`src/design/fdm_pkg.sv`:
```
// Package for the fan drive mode controller: constants, modes, carriers
package fdm_pkg;
    localparam int unsigned CLK_HZ = 125_000_000;
    localparam int unsigned WAKE_MAX_MS = 500;
    localparam int unsigned QUIET_MS = 600;
    localparam int unsigned RETRY_STEP_S = 5;
    localparam int unsigned RETRY_CAP_S = 25;
    localparam int unsigned NOTIFY_MIN_S = 30;
    localparam int unsigned FREQ_MIN_HZ = 100;
    localparam int unsigned FREQ_MAX_HZ = 50000;
    // Cycle counts (longest command period rounds up, other times round down)
    localparam longint unsigned WAKE_CYC = longint'(WAKE_MAX_MS) * CLK_HZ / 1000;
    localparam longint unsigned QUIET_CYC = longint'(QUIET_MS) * CLK_HZ / 1000;
    localparam longint unsigned STEP_CYC = longint'(RETRY_STEP_S) * CLK_HZ;
    localparam longint unsigned NOTIFY_CYC = longint'(NOTIFY_MIN_S) * CLK_HZ;
    localparam longint unsigned PERIOD_MAX_CYC = (CLK_HZ + FREQ_MIN_HZ - 1) / FREQ_MIN_HZ;
    localparam int unsigned RETRY_STEPS = RETRY_CAP_S / RETRY_STEP_S;
    localparam int unsigned DUTY_W = 8;
    localparam logic [7:0] DUTY_FULL = 8'hff;
    localparam logic [7:0] DUTY_ZERO = 8'h00;

    typedef enum logic [3:0] {
        FDM_QUIET = 4'h1,
        FDM_ACTIVE = 4'h2,
        FDM_RUN = 4'h4,
        FDM_FAIL = 4'h8
    } fdm_mode_t;

    // Fault sources from the power stage and sensors
    typedef struct packed {
        logic blocked;
        logic hot_stop;
        logic overload;
        logic undervolt;
        logic overvolt;
        logic overcurrent;
        logic internal;
    } fdm_fault_t;

    typedef struct packed {
        logic valid;
        logic [7:0] duty;
    } fdm_duty_t;
endpackage

```
`src/design/fdm_duty_meter.sv`:
```
// Duty cycle meter for the speed/wake command
`timescale 1ns/1ps
module fdm_duty_meter #(
    parameter int unsigned PERIOD_MAX = 1250000
) (
    input wire logic clk_sys,
    input wire logic nrst,
    input wire logic clk_en,
    input wire logic speed_wake_command,
    output fdm_pkg::fdm_duty_t duty_o
);
    localparam int CW = $clog2(PERIOD_MAX + 1);
    initial begin
        if (PERIOD_MAX < 2) $error("PERIOD_MAX too small");
    end
    logic [CW-1:0] per_ff, high_ff;
    logic in_d_ff;
    fdm_pkg::fdm_duty_t duty_ff;
    wire rise = speed_wake_command & ~in_d_ff;
    wire stuck = per_ff == CW'(PERIOD_MAX);
    // Ratio of high time to period, scaled to full byte
    wire [CW+7:0] scaled = {high_ff, 8'h00} - {8'h00, high_ff};
    wire [CW+7:0] ratio = scaled / {8'h00, (per_ff == '0) ? CW'(1) : per_ff};
    always_ff @(posedge clk_sys or negedge nrst) begin
        if (!nrst) begin
            per_ff <= '0;
            high_ff <= '0;
            in_d_ff <= 1'b0;
            duty_ff <= '0;
        end else if (clk_en) begin
            in_d_ff <= speed_wake_command;
            if (rise) begin
                // Rising cycle opens the new period and is itself high
                per_ff <= CW'(1);
                high_ff <= CW'(1);
                duty_ff.valid <= 1'b1;
                duty_ff.duty <= ratio[7:0];
            end else if (stuck) begin
                per_ff <= '0;
                high_ff <= '0;
                duty_ff.valid <= 1'b1;
                // Continuous level gives 0 or full duty
                duty_ff.duty <= speed_wake_command ? fdm_pkg::DUTY_FULL
                                                   : fdm_pkg::DUTY_ZERO;
            end else begin
                per_ff <= per_ff + CW'(1);
                high_ff <= high_ff + CW'(speed_wake_command);
            end
        end
    end
    assign duty_o = duty_ff;
endmodule // fdm_duty_meter

```
`src/design/fdm_mode_ctrl.sv`:
```
// Fan drive mode controller: modes, failure handling and fault flag
`timescale 1ns/1ps
// Summary of operation
// - Only two one-way signals: command in from host, fault flag out.
// - Drive raises fault flag high when dominant; host pulls it low.
// - Command at activation threshold wakes drive within 500 ms.
// - Command accepted at 100 Hz to 50 kHz, duty zero to full.
// - Four modes: quiescent, active, run, failure, chosen by duty and faults.
// - Zero duty below threshold longer than 600 ms gives quiescent mode.
// - Run only on valid duty requesting rotation; otherwise zero speed.
// - Any of seven faults enters failure mode and stops the motor; the code ignores faults in quiescent mode.
// - Excess current lowers speed; unreachable speed flags overload.
// - Blocked rotor retry wait 5 s, plus 5 s each failure, capped 25 s.
// - Overheat either derates speed or stops the motor.
// - Fault flag high only in failure mode, low otherwise.
// - Fault flag never before 30 s after the failure began.
// - No fault flag for undervoltage or overvoltage stops.
// - With a run request, leave failure mode once the fault clears.
module fdm_mode_ctrl #(
    parameter longint unsigned WAKE_CYC = fdm_pkg::WAKE_CYC,
    parameter longint unsigned QUIET_CYC = fdm_pkg::QUIET_CYC,
    parameter longint unsigned STEP_CYC = fdm_pkg::STEP_CYC,
    parameter longint unsigned NOTIFY_CYC = fdm_pkg::NOTIFY_CYC,
    parameter int unsigned PERIOD_MAX = 32'(fdm_pkg::PERIOD_MAX_CYC),
    parameter logic [7:0] RUN_MIN_DUTY = 8'h1a
) (
    input wire logic clk_sys,
    input wire logic nrst,
    input wire logic clk_en,
    input wire logic speed_wake_command,
    input wire logic activation_threshold,
    input wire fdm_pkg::fdm_fault_t fault_in,
    input wire logic hot_derate,
    input wire logic current_excess,
    input wire logic start_ok,
    output logic fault_flag_output,
    output logic motor_enable,
    output logic [7:0] speed_request,
    output fdm_pkg::fdm_mode_t mode
);
    localparam int TW = 40;
    initial begin
        if (QUIET_CYC < 2 || STEP_CYC < 2 || NOTIFY_CYC < 2 || WAKE_CYC < 1)
            $error("timing counts too small");
        // Longest retry wait and notice delay must fit the timers
        if (STEP_CYC * fdm_pkg::RETRY_STEPS >= (64'h1 << TW) || NOTIFY_CYC >= (64'h1 << TW)
            || QUIET_CYC >= (64'h1 << TW))
            $error("timing counts too large for timers");
        if (RUN_MIN_DUTY == fdm_pkg::DUTY_ZERO)
            $error("run threshold must lie above zero duty");
    end

    // Duty is refreshed once per command period
    fdm_pkg::fdm_duty_t duty;
    fdm_duty_meter #(.PERIOD_MAX(PERIOD_MAX)) u_meter (
        .clk_sys(clk_sys),
        .nrst(nrst),
        .clk_en(clk_en),
        .speed_wake_command(speed_wake_command),
        .duty_o(duty)
    );

    fdm_pkg::fdm_mode_t mode_ff, nxt_mode;
    logic [TW-1:0] quiet_ff, notify_ff, retry_ff;
    logic [2:0] steps_ff;
    logic [7:0] speed_ff;
    logic flag_ff;

    function automatic logic [TW-1:0] wait_of(input logic [2:0] n);
        wait_of = TW'(STEP_CYC) * TW'(n);
    endfunction

    wire run_req = duty.valid && duty.duty >= RUN_MIN_DUTY;
    wire any_fault = |fault_in;
    wire notifiable = any_fault & ~fault_in.undervolt & ~fault_in.overvolt;
    wire quiet_due = quiet_ff >= TW'(QUIET_CYC);
    wire idle_low = !activation_threshold && !speed_wake_command;
    wire retry_due = retry_ff >= wait_of(steps_ff);
    wire notify_due = notify_ff >= TW'(NOTIFY_CYC);

    always_comb begin
        nxt_mode = mode_ff;
        case (mode_ff)
            fdm_pkg::FDM_QUIET:
                if (activation_threshold) nxt_mode = fdm_pkg::FDM_ACTIVE;
            fdm_pkg::FDM_ACTIVE:
                if (any_fault) nxt_mode = fdm_pkg::FDM_FAIL;
                else if (quiet_due) nxt_mode = fdm_pkg::FDM_QUIET;
                else if (run_req) nxt_mode = fdm_pkg::FDM_RUN;
            fdm_pkg::FDM_RUN:
                if (any_fault) nxt_mode = fdm_pkg::FDM_FAIL;
                else if (!run_req) nxt_mode = fdm_pkg::FDM_ACTIVE;
            fdm_pkg::FDM_FAIL:
                // Leaves to run or active once all faults clear; with a fault still present, leaves only to quiescent on quiet timeout
                if (!any_fault && run_req) nxt_mode = fdm_pkg::FDM_RUN;
                else if (!any_fault) nxt_mode = fdm_pkg::FDM_ACTIVE;
                else if (quiet_due) nxt_mode = fdm_pkg::FDM_QUIET;
            default: nxt_mode = fdm_pkg::FDM_QUIET;
        endcase
    end

    always_ff @(posedge clk_sys or negedge nrst) begin
        if (!nrst) begin
            mode_ff <= fdm_pkg::FDM_QUIET;
            quiet_ff <= '0;
            notify_ff <= '0;
            retry_ff <= '0;
            steps_ff <= 3'h1;
            flag_ff <= 1'b0;
        end else if (clk_en) begin
            mode_ff <= nxt_mode;
            quiet_ff <= idle_low ? (quiet_due ? quiet_ff : quiet_ff + TW'(1)) : '0;
            notify_ff <= (notifiable && mode_ff == fdm_pkg::FDM_FAIL)
                ? (notify_due ? notify_ff : notify_ff + TW'(1)) : '0;
            flag_ff <= nxt_mode == fdm_pkg::FDM_FAIL && notifiable && notify_due;
            if (mode_ff == fdm_pkg::FDM_FAIL && fault_in.blocked && run_req) begin
                if (retry_due) begin
                    retry_ff <= '0;
                    // Failed attempt lengthens the next wait up to the cap
                    if (!start_ok && steps_ff < 3'(fdm_pkg::RETRY_STEPS))
                        steps_ff <= steps_ff + 3'h1;
                end else begin
                    retry_ff <= retry_ff + TW'(1);
                end
            end else if (!fault_in.blocked) begin
                retry_ff <= '0;
                steps_ff <= 3'h1;
            end
        end
    end

    // Speed: derate on overheat or excess current, zero unless running
    wire [7:0] half = {1'b0, duty.duty[7:1]};
    wire derate = hot_derate | current_excess;
    wire attempt = mode_ff == fdm_pkg::FDM_FAIL && fault_in.blocked && run_req && retry_due;
    always_ff @(posedge clk_sys or negedge nrst) begin
        if (!nrst) begin
            speed_ff <= 8'h00;
        end else if (clk_en) begin
            if (mode_ff == fdm_pkg::FDM_RUN)
                speed_ff <= derate ? half : duty.duty;
            else
                speed_ff <= 8'h00;
        end
    end

    assign fault_flag_output = flag_ff;
    assign speed_request = speed_ff;
    assign motor_enable = (mode_ff == fdm_pkg::FDM_RUN) || attempt;
    assign mode = mode_ff;

    AST_WAKE: assert property (@(posedge clk_sys) disable iff (!nrst)
        clk_en && mode_ff == fdm_pkg::FDM_QUIET && activation_threshold
        |=> mode_ff != fdm_pkg::FDM_QUIET)
        else $error("no wake after activation");
    AST_FLAG_ONLY_FAIL: assert property (@(posedge clk_sys) disable iff (!nrst)
        fault_flag_output |-> mode_ff == fdm_pkg::FDM_FAIL)
        else $error("flag outside failure mode");
    AST_NOTIFY_DELAY: assert property (@(posedge clk_sys) disable iff (!nrst)
        fault_flag_output |-> notify_due)
        else $error("flag before minimum delay");
    AST_VOLT_SILENT: assert property (@(posedge clk_sys) disable iff (!nrst)
        $rose(fault_flag_output) |-> $past(notifiable))
        else $error("flag for supply fault");
    AST_STOP_ON_FAULT: assert property (@(posedge clk_sys) disable iff (!nrst)
        clk_en && any_fault && mode_ff == fdm_pkg::FDM_RUN
        |=> mode_ff == fdm_pkg::FDM_FAIL && (!motor_enable || attempt))
        else $error("motor runs in failure");
    AST_ZERO_IDLE: assert property (@(posedge clk_sys) disable iff (!nrst)
        mode_ff != fdm_pkg::FDM_RUN |-> ##1 (speed_request == 8'h00 || !$past(clk_en)))
        else $error("speed outside run");
    AST_QUIET_ENTRY: assert property (@(posedge clk_sys) disable iff (!nrst)
        $changed(mode_ff) && mode_ff == fdm_pkg::FDM_QUIET |-> $past(quiet_due))
        else $error("early quiescent entry");
    AST_RECOVER: assert property (@(posedge clk_sys) disable iff (!nrst)
        clk_en && mode_ff == fdm_pkg::FDM_FAIL && !any_fault && run_req
        |=> mode_ff == fdm_pkg::FDM_RUN)
        else $error("no recovery");
    AST_RETRY_CAP: assert property (@(posedge clk_sys) disable iff (!nrst)
        steps_ff >= 3'h1 && steps_ff <= 3'(fdm_pkg::RETRY_STEPS))
        else $error("retry wait out of range");

    // Mode, flag, speed and retry checks
    AST_ONE_HOT: assert property (@(posedge clk_sys) disable iff (!nrst)
        $onehot(mode_ff))
        else $error("mode not one-hot");
    AST_FAULT_ENTRY: assert property (@(posedge clk_sys) disable iff (!nrst)
        clk_en && any_fault && (mode_ff == fdm_pkg::FDM_ACTIVE || mode_ff == fdm_pkg::FDM_RUN)
        |=> mode_ff == fdm_pkg::FDM_FAIL)
        else $error("fault did not enter failure mode");
    AST_NO_RUN_LOW: assert property (@(posedge clk_sys) disable iff (!nrst)
        clk_en && !run_req |=> mode_ff != fdm_pkg::FDM_RUN)
        else $error("run without valid request");
    AST_FLAG_CLEAR: assert property (@(posedge clk_sys) disable iff (!nrst)
        clk_en && mode_ff == fdm_pkg::FDM_FAIL && !any_fault
        |=> !fault_flag_output)
        else $error("flag kept after failure cleared");
    AST_SPEED_RUN: assert property (@(posedge clk_sys) disable iff (!nrst)
        clk_en && mode_ff == fdm_pkg::FDM_RUN && !derate
        |=> speed_request == $past(duty.duty))
        else $error("run speed does not follow duty");
    AST_DERATE: assert property (@(posedge clk_sys) disable iff (!nrst)
        clk_en && mode_ff == fdm_pkg::FDM_RUN && derate && duty.duty != fdm_pkg::DUTY_ZERO
        |=> speed_request < $past(duty.duty))
        else $error("speed not lowered on derate");
    AST_RETRY_STEP: assert property (@(posedge clk_sys) disable iff (!nrst)
        clk_en && attempt && !start_ok && steps_ff < 3'(fdm_pkg::RETRY_STEPS)
        |=> steps_ff == $past(steps_ff) + 3'h1)
        else $error("retry wait not lengthened");
    AST_RETRY_HOLD: assert property (@(posedge clk_sys) disable iff (!nrst)
        clk_en && attempt && steps_ff == 3'(fdm_pkg::RETRY_STEPS)
        |=> steps_ff == 3'(fdm_pkg::RETRY_STEPS))
        else $error("retry wait left the cap");

    // Main scenarios reached
    COV_RUN: cover property (@(posedge clk_sys) mode_ff == fdm_pkg::FDM_RUN);
    COV_FLAG: cover property (@(posedge clk_sys) $rose(fault_flag_output));
    COV_QUIET: cover property (@(posedge clk_sys)
        $past(mode_ff) == fdm_pkg::FDM_ACTIVE && mode_ff == fdm_pkg::FDM_QUIET);
    COV_CAP: cover property (@(posedge clk_sys) steps_ff == 3'(fdm_pkg::RETRY_STEPS));
    COV_RETRY: cover property (@(posedge clk_sys) attempt);
endmodule // fdm_mode_ctrl

```
`config.mk`:
```
export PLATFORM = sky130hd
export DESIGN_NAME = fdm_mode_ctrl
export DESIGN_NICKNAME = d
export VERILOG_FILES = /design/src/design/fdm_pkg.sv /design/src/design/fdm_duty_meter.sv /design/src/design/fdm_mode_ctrl.sv
export SDC_FILE = /design/constraint.sdc
export NUM_CORES = 2
export LEC_CHECK = 0
export CAP_MARGIN = 20
export CORE_ASPECT_RATIO = 0.75
export CORE_MARGIN = 10
export CORE_UTILIZATION = 40
export CTS_BUF_LIST = sky130_fd_sc_hd__clkbuf_4 sky130_fd_sc_hd__clkbuf_8 sky130_fd_sc_hd__clkbuf_16
export CTS_CLUSTER_DIAMETER = 40
export DETAILED_ROUTE_END_ITERATION = 8
export DONT_BUFFER_PORTS = 1
export GPL_TIMING_DRIVEN = 0
export SETUP_SLACK_MARGIN = 0.2
export SLEW_MARGIN = 30
export SYNTH_ARGS = -nofsm -noshare
export SYNTH_HDL_FRONTEND = slang
export SYNTH_SLANG_ARGS = --single-unit
```
`constraint.sdc`:
```
create_clock -name clk_sys -period 215 [get_ports clk_sys]
set_input_delay 43 -clock clk_sys [delete_from_list [all_inputs] [get_ports clk_sys]]
set_output_delay 43 -clock clk_sys [all_outputs]
set_load 0.005 [all_outputs]
```
; After elaboration in Yosys (flattened, before gate mapping)
; Cells that the tools add are included.
[word_totals]
latch_bits = 0
register_bits = 188
ram_bits = 0
wordCells = 98
out_inout_bits = 14
in_bits = 15
mem_bits_ro = 0
n_memories = 0
[op_classes]
multipliers = 1
bitwise = 7
n_reduce_logical = 23
div_mod_pow = 1
eq_ne = 11
n_lt_le_gt_ge = 5
shifts = 0
addsub = 7
muxes = 31
[op_table]
columns = operator, count
row1 = 40-bit two-way mux, 7
row2 = "40-bit by 1-bit adder with 40-bit output, second input constant", 3
row3 = 21-bit two-way mux, 5
row4 = "40-bit by 27-bit greater-or-equal comparator with 1-bit output, second input constant", 1
row5 = "40-bit by 32-bit greater-or-equal comparator with 1-bit output, second input constant", 1
row6 = 40-bit by 33-bit greater-or-equal comparator with 1-bit output, 1
row7 = 4-bit two-way mux, 9
row8 = 29-bit by 21-bit divider with 29-bit output, 1
row9 = 29-bit by 21-bit subtractor with 29-bit output, 1
row10 = "24-bit by 3-bit multiplier with 27-bit output, first input constant", 1
row11 = 8-bit two-way mux, 3
row12 = 21-bit by 1-bit adder with 21-bit output, 1
row13 = "21-bit by 1-bit adder with 21-bit output, second input constant", 1
row14 = "21-bit == test, second input constant", 1
row15 = 21-bit zero test, 1
row16 = 9-bit two-way mux, 2
row17 = 4-bit one-hot mux with 4 select lines, 1
row18 = 3-bit two-way mux, 4
row19 = 1-bit logical AND, 10
row20 = "4-bit == test, second input constant", 2
row21 = "8-bit by 5-bit greater-or-equal comparator with 1-bit output, second input constant", 1
row22 = 2-bit AND reduction, 4
row23 = 7-bit OR reduction, 1
row24 = "2-bit inequality test, second input constant", 3
row25 = other kinds (13), 21

; Longest topological paths before layout
[logic_depth]
ltp_word = 9
depth_mapped = 352
depth_no_buf = 320

; Hierarchy
; A second synthesis with hierarchy kept.
[hier_totals]
cells_unflattened = 4385
hier_area_um2 = 33199.3
[by_module_without_submodules]
columns = module, instances, seq_area_each_um2, area_per_inst_um2, cells_each
row1 = fdm_duty_meter, 1, 1301.2, 25240.5, 3527
row2 = fdm_mode_ctrl, 1, 3405.8, 7958.9, 858

; Worst setup path before layout
; OpenSTA, ideal clock, no wires.
[synth_path]
path_type = input to output
start = input fault_in[6] in the netlist's numbering
end = output motor_enable
required_ns = 172.000
path_buffers = 0
stages = 2
setup_slack_ns = 128.651
arrival_time_ns = 43.349
path_cell_list = nand3_1 -> o32ai_1
[synth_between]
elab_chain_cells = 4
[synth_rtl]
columns = item, line
row1 = "start, declared", fdm_mode_ctrl.sv:32  ; input wire fdm_pkg::fdm_fault_t fault_in,
row2 = 1-bit logical AND (3 in a row), fdm_mode_ctrl.sv:135  ; wire attempt = mode_ff == fdm_pkg::FDM_FAIL && fault_in.blocked && run_req && retry_due;
row3 = 1-bit logical OR, fdm_mode_ctrl.sv:149  ; assign motor_enable = (mode_ff == fdm_pkg::FDM_RUN) || attempt;
row4 = "end, declared", fdm_mode_ctrl.sv:37  ; output logic motor_enable,
; No other way between the ends.

; Worst setup path in the final report
[layout_path]
start = register u_meter.per_ff[16]
end = register, netlist name u_meter.duty_o[0]
[layout_between]
elab_chain_cells = 4
word_cells_on_any_way = 7
cone_classes = div (1) / eq/ne (1) / mux (2) / reduce/logical (3)
[layout_rtl]
columns = item, line
row1 = "start, declared", fdm_duty_meter.sv:16  ; logic [CW-1:0] per_ff, high_ff;
row2 = "start signal, assigned", fdm_duty_meter.sv:46  ; per_ff <= per_ff + CW'(1);
row3 = 21-bit zero test, fdm_duty_meter.sv:23  ; wire [CW+7:0] ratio = scaled / {8'h00, (per_ff == '0) ? CW'(1) : per_ff};
row4 = 21-bit two-way mux, fdm_duty_meter.sv:23
row5 = 29-bit by 21-bit divider with 29-bit output, fdm_duty_meter.sv:23
row6 = 9-bit two-way mux, fdm_duty_meter.sv:32  ; if (rise) begin
; Several ways; a longest one is shown, not always the timed one.
; A chain may end at the register's enable or synchronous reset.

==> reports/summary.md <==
Worst min-delay path category: reg2reg. For the placed instance count, the log shows 5477. Clock buffer count from CTS: 17. The worst setup path is captured at a flop. The tools report the initial antenna violation count as 0. The fraction of layout instances using a drive strength above 1 was 0.0760; the final hold violation count was 0.

Via count of the first global-routing pass: 30.0k. Setup repair after global routing left no endpoint under its margin. Wire segments on met2 add up to 41800 microns in the final route.

The number of distinct library cell variants in the gate-level netlist after synthesis was 120. The run finished with clean final reports. The top cell type's share of synthesized area is 0.174, and the met3 wirelength from detailed routing is 7590 microns. The post-placement setup slack was 128.45 ns. The relative max-transition margin was 0.321. The run gives 0 as the number of remaining DRC errors. Across all setup checks in the final design, the least slack found is 127.56 ns.

In this run the core area contains 91 standard-cell rows. Counting I/O delays and the setup requirement, the final critical path takes 87.44 ns. Counting every net in the synthesized netlist gives 4833.

The total congestion overflow came out at 0. In this run the register-to-register setup slack is 127.56 ns. The max-slew violation total from the final report was 0; the global-route total usage across every layer was 0.207. The standard cell with the maximum stage delay on the critical path was sky130_fd_sc_hd__o21ai_0. The tools report the count of pins on the block boundary as 29. The tools report the start point of the critical path as u_meter.per_ff[16]$_DFFE_PN0P_. The logs give 0.430 for the share of the core filled with cells in the final layout and 103000 microns for the detailed-route wire length.

The clock insertion delay at the later pin of the skew report is 0.47 ns. Once detail routing completed, the nets flagged for antenna violations numbered 0. The top achievable clock speed is 0.0114 GHz. In this run, post-CTS hold repair placed 0 buffers.

Using the TritonRoute via totals, the vias-per-cell ratio works out to 5.90. The run gives 4 as the H-tree depth reported by CTS. Each instance of the synthesized netlist takes up on average 7.61 sq um. The tools report the count of nets after finishing as 4860.

TritonCTS built the clock tree. The final cycle utilization of the critical path was 0.407; the non-filler instance count after layout was 5509. Yosys printed 0 warnings. Data on the critical path arrives at its endpoint at 87.80 ns.

The floorplan step defined a core boundary enclosing 0.0822 sq mm. Once detailed placement completed, the half-perimeter wirelength came to 82000 microns. The top routing layer in use was met4. STA classifies the critical path startpoint as a flop.

The startpoint identified for the worst register-to-register timing path is u_meter.per_ff[16]$_DFFE_PN0P_. Detailed routing inserted a total of 32.5k vias. For the pin with the worst max-slew slack, the measured transition is 1.01 ns.

The clock-pin slew on the worst setup and hold paths is 0.08 ns. Routability-driven placement finished with a final weighted congestion of 0.924. The max-capacitance violation count is 0, and the number of setup violations in the final report is 0. Sorting the synthesized cells by area gives the leading types as sky130_fd_sc_hd__ha_1 17%, sky130_fd_sc_hd__dfrtp_1 14%, sky130_fd_sc_hd__xnor2_1 6.1%. For this run, the leading register cell type out of synthesis is sky130_fd_sc_hd__dfrtp_1. The critical path is of the reg2reg type. Once the clock tree was built, the setup fixing pass inserted 0 buffers.

The sequential-to-total area share from yosys stat came out at 0.142. The tree is rooted in a sky130_fd_sc_hd__clkbuf_16. Number of register bits inferred by synthesis: 188. In this design, the critical path's most frequently occurring cell is sky130_fd_sc_hd__ha_1.

The run gives 0.403 as the starting utilization of the core area. After clock tree synthesis, the repair step resized 0 gates. The fraction of synthesis flops using an asynchronous set or reset pin was 1.00; the first-pass detailed-route iteration total was 7. The run gives 4353 as the number of standard cells after synthesis.

In this run, synthesis inferred 0 flip-flops with an integrated enable. The die covers 0.0948 sq mm. Entering global routing, the biggest net connects 189 pins. At the worst endpoint, the required time is 215.36 ns.

In the final routing, the length of wire on met1 measures 52500 microns. Counting instances in the post-synthesis netlist gives the leading cell types as 501 x sky130_fd_sc_hd__nor2_1, 461 x sky130_fd_sc_hd__ha_1, 389 x sky130_fd_sc_hd__nand2_1, 322 x sky130_fd_sc_hd__a21oi_1, 232 x sky130_fd_sc_hd__xnor2_1. The endpoint identified for the worst register-to-register timing path is u_meter.duty_o[0]$_DFFE_PN0P_.

The area added between synthesis and finish was 6.75%; the CTS sink count was 188. The floorplan step set the die height to 269 microns. The depth of the most critical reg-to-reg path was 333. In this design, the stage delay of the slowest critical-path cell is 0.77 ns. The number of buffers on the longest clock path was 2. The count of buffers added on input and output ports is 0. The die is 352 microns wide. In the final routed layout, each cell accounts on average for 18.7 microns. The first routing iteration left 2731 violations. Of all nets on the critical path, the largest fanout is 28. The tools report the wire length of the first global-routing pass as 164000 microns. Among all cell types in the netlist, the one instantiated most often is sky130_fd_sc_hd__nor2_1. Cell taking the most area after synthesis: sky130_fd_sc_hd__ha_1.

The final setup skew came out at 0.0216 ns. The sum of negative setup slack came out at 0 ns. Synthesized area: 0.0331 sq mm.

The most critical setup path has its endpoint at u_meter.duty_o[0]$_DFFE_PN0P_.
cell type report:
type,instances,area [sq um]
Inverter,158,596
Clock buffer,17,425
Buffer,114,487
Timing Repair Buffer,8,175
Fill cell,8421,46900
Tap cell,1116,1400
Antenna cell,1,2.50
Sequential cell,188,4710
Clock inverter,14,196
Multi-Input combinational cell,3893,27400
layer usage:
layer  GRT usage  up-vias
met5           0        -
met4      0.0296        0
met3      0.0347       82
met2       0.306      908
met1       0.314    15335
li1            -    16202
sequential cells by signal (all words and copies together) (netlist names):
name / cells
quiet_ff: 40
u_meter.per_ff: 21
u_meter.in_d_ff: 1
fault_flag_output: 1
u_meter.duty_o: 9
notify_ff: 40
u_meter.high_ff: 21
steps_ff: 3
retry_ff: 40
speed_request: 8
mode: 4
worst max-delay path, delay by kind of cell (launching register included):
family,cells,cell delay (ns)
multiplexers,4,1.42
AO/OA/AOI/OAI,171,44.22
buffers and inverters,51,16.67
adder cells (fa/ha/maj),29,9.23
flip-flops,1,0.36
AND/OR/NAND/NOR,78,15.32
worst min-delay path by stage:
stage	start	to	slack, ns	depth (start not counted)
floorplan	u_meter.duty_o[8]$_DFFE_PN0P_	u_meter.duty_o[8]$_DFFE_PN0P_	0.43	1
global placement	u_meter.duty_o[8]$_DFFE_PN0P_	u_meter.duty_o[8]$_DFFE_PN0P_	0.45	1
detailed placement	u_meter.duty_o[8]$_DFFE_PN0P_	u_meter.duty_o[8]$_DFFE_PN0P_	0.45	1
CTS	u_meter.duty_o[8]$_DFFE_PN0P_	u_meter.duty_o[8]$_DFFE_PN0P_	0.48	1
global route	u_meter.duty_o[8]$_DFFE_PN0P_	u_meter.duty_o[8]$_DFFE_PN0P_	0.51	1
finish	u_meter.duty_o[8]$_DFFE_PN0P_	u_meter.duty_o[8]$_DFFE_PN0P_	0.47	1
cells in the final DEF (no fill, tap or decap), drive strengths merged, types with 65 or more instances in the layout:
master	instances
xor2	129
xnor2	232
nand2	389
or3	65
nor2	503
a21oi	326
a21o	109
inv	162
nor3	169
ha	461
clkbuf	100
nand3	130
o21ai	235
o21a	131
dfrtp	186
mux2	145
stage by stage:
stage / hold slack (ns) / instance area [sq um]
after floorplan: 0.427 / 33100
after global placement: 0.448 / 34500
after detailed placement: 0.449 / 34700
after CTS: 0.477 / 35300
after global routing: 0.511 / 35400
final: 0.473 / 35400
cell families after synthesis:
logic type      Yosys count  share of synthesized area
fa+ha+maj               465                      0.177
compound gates         1236                      0.251
flops                   188                      0.142
buf+inv                 272                     0.0326
mux                     177                     0.0604
xor+xnor                361                     0.0955
simple gates           1654                      0.241
Power is not shown: default switching activity piles up to over one toggle a cycle in this logic, so the estimate is an artifact.
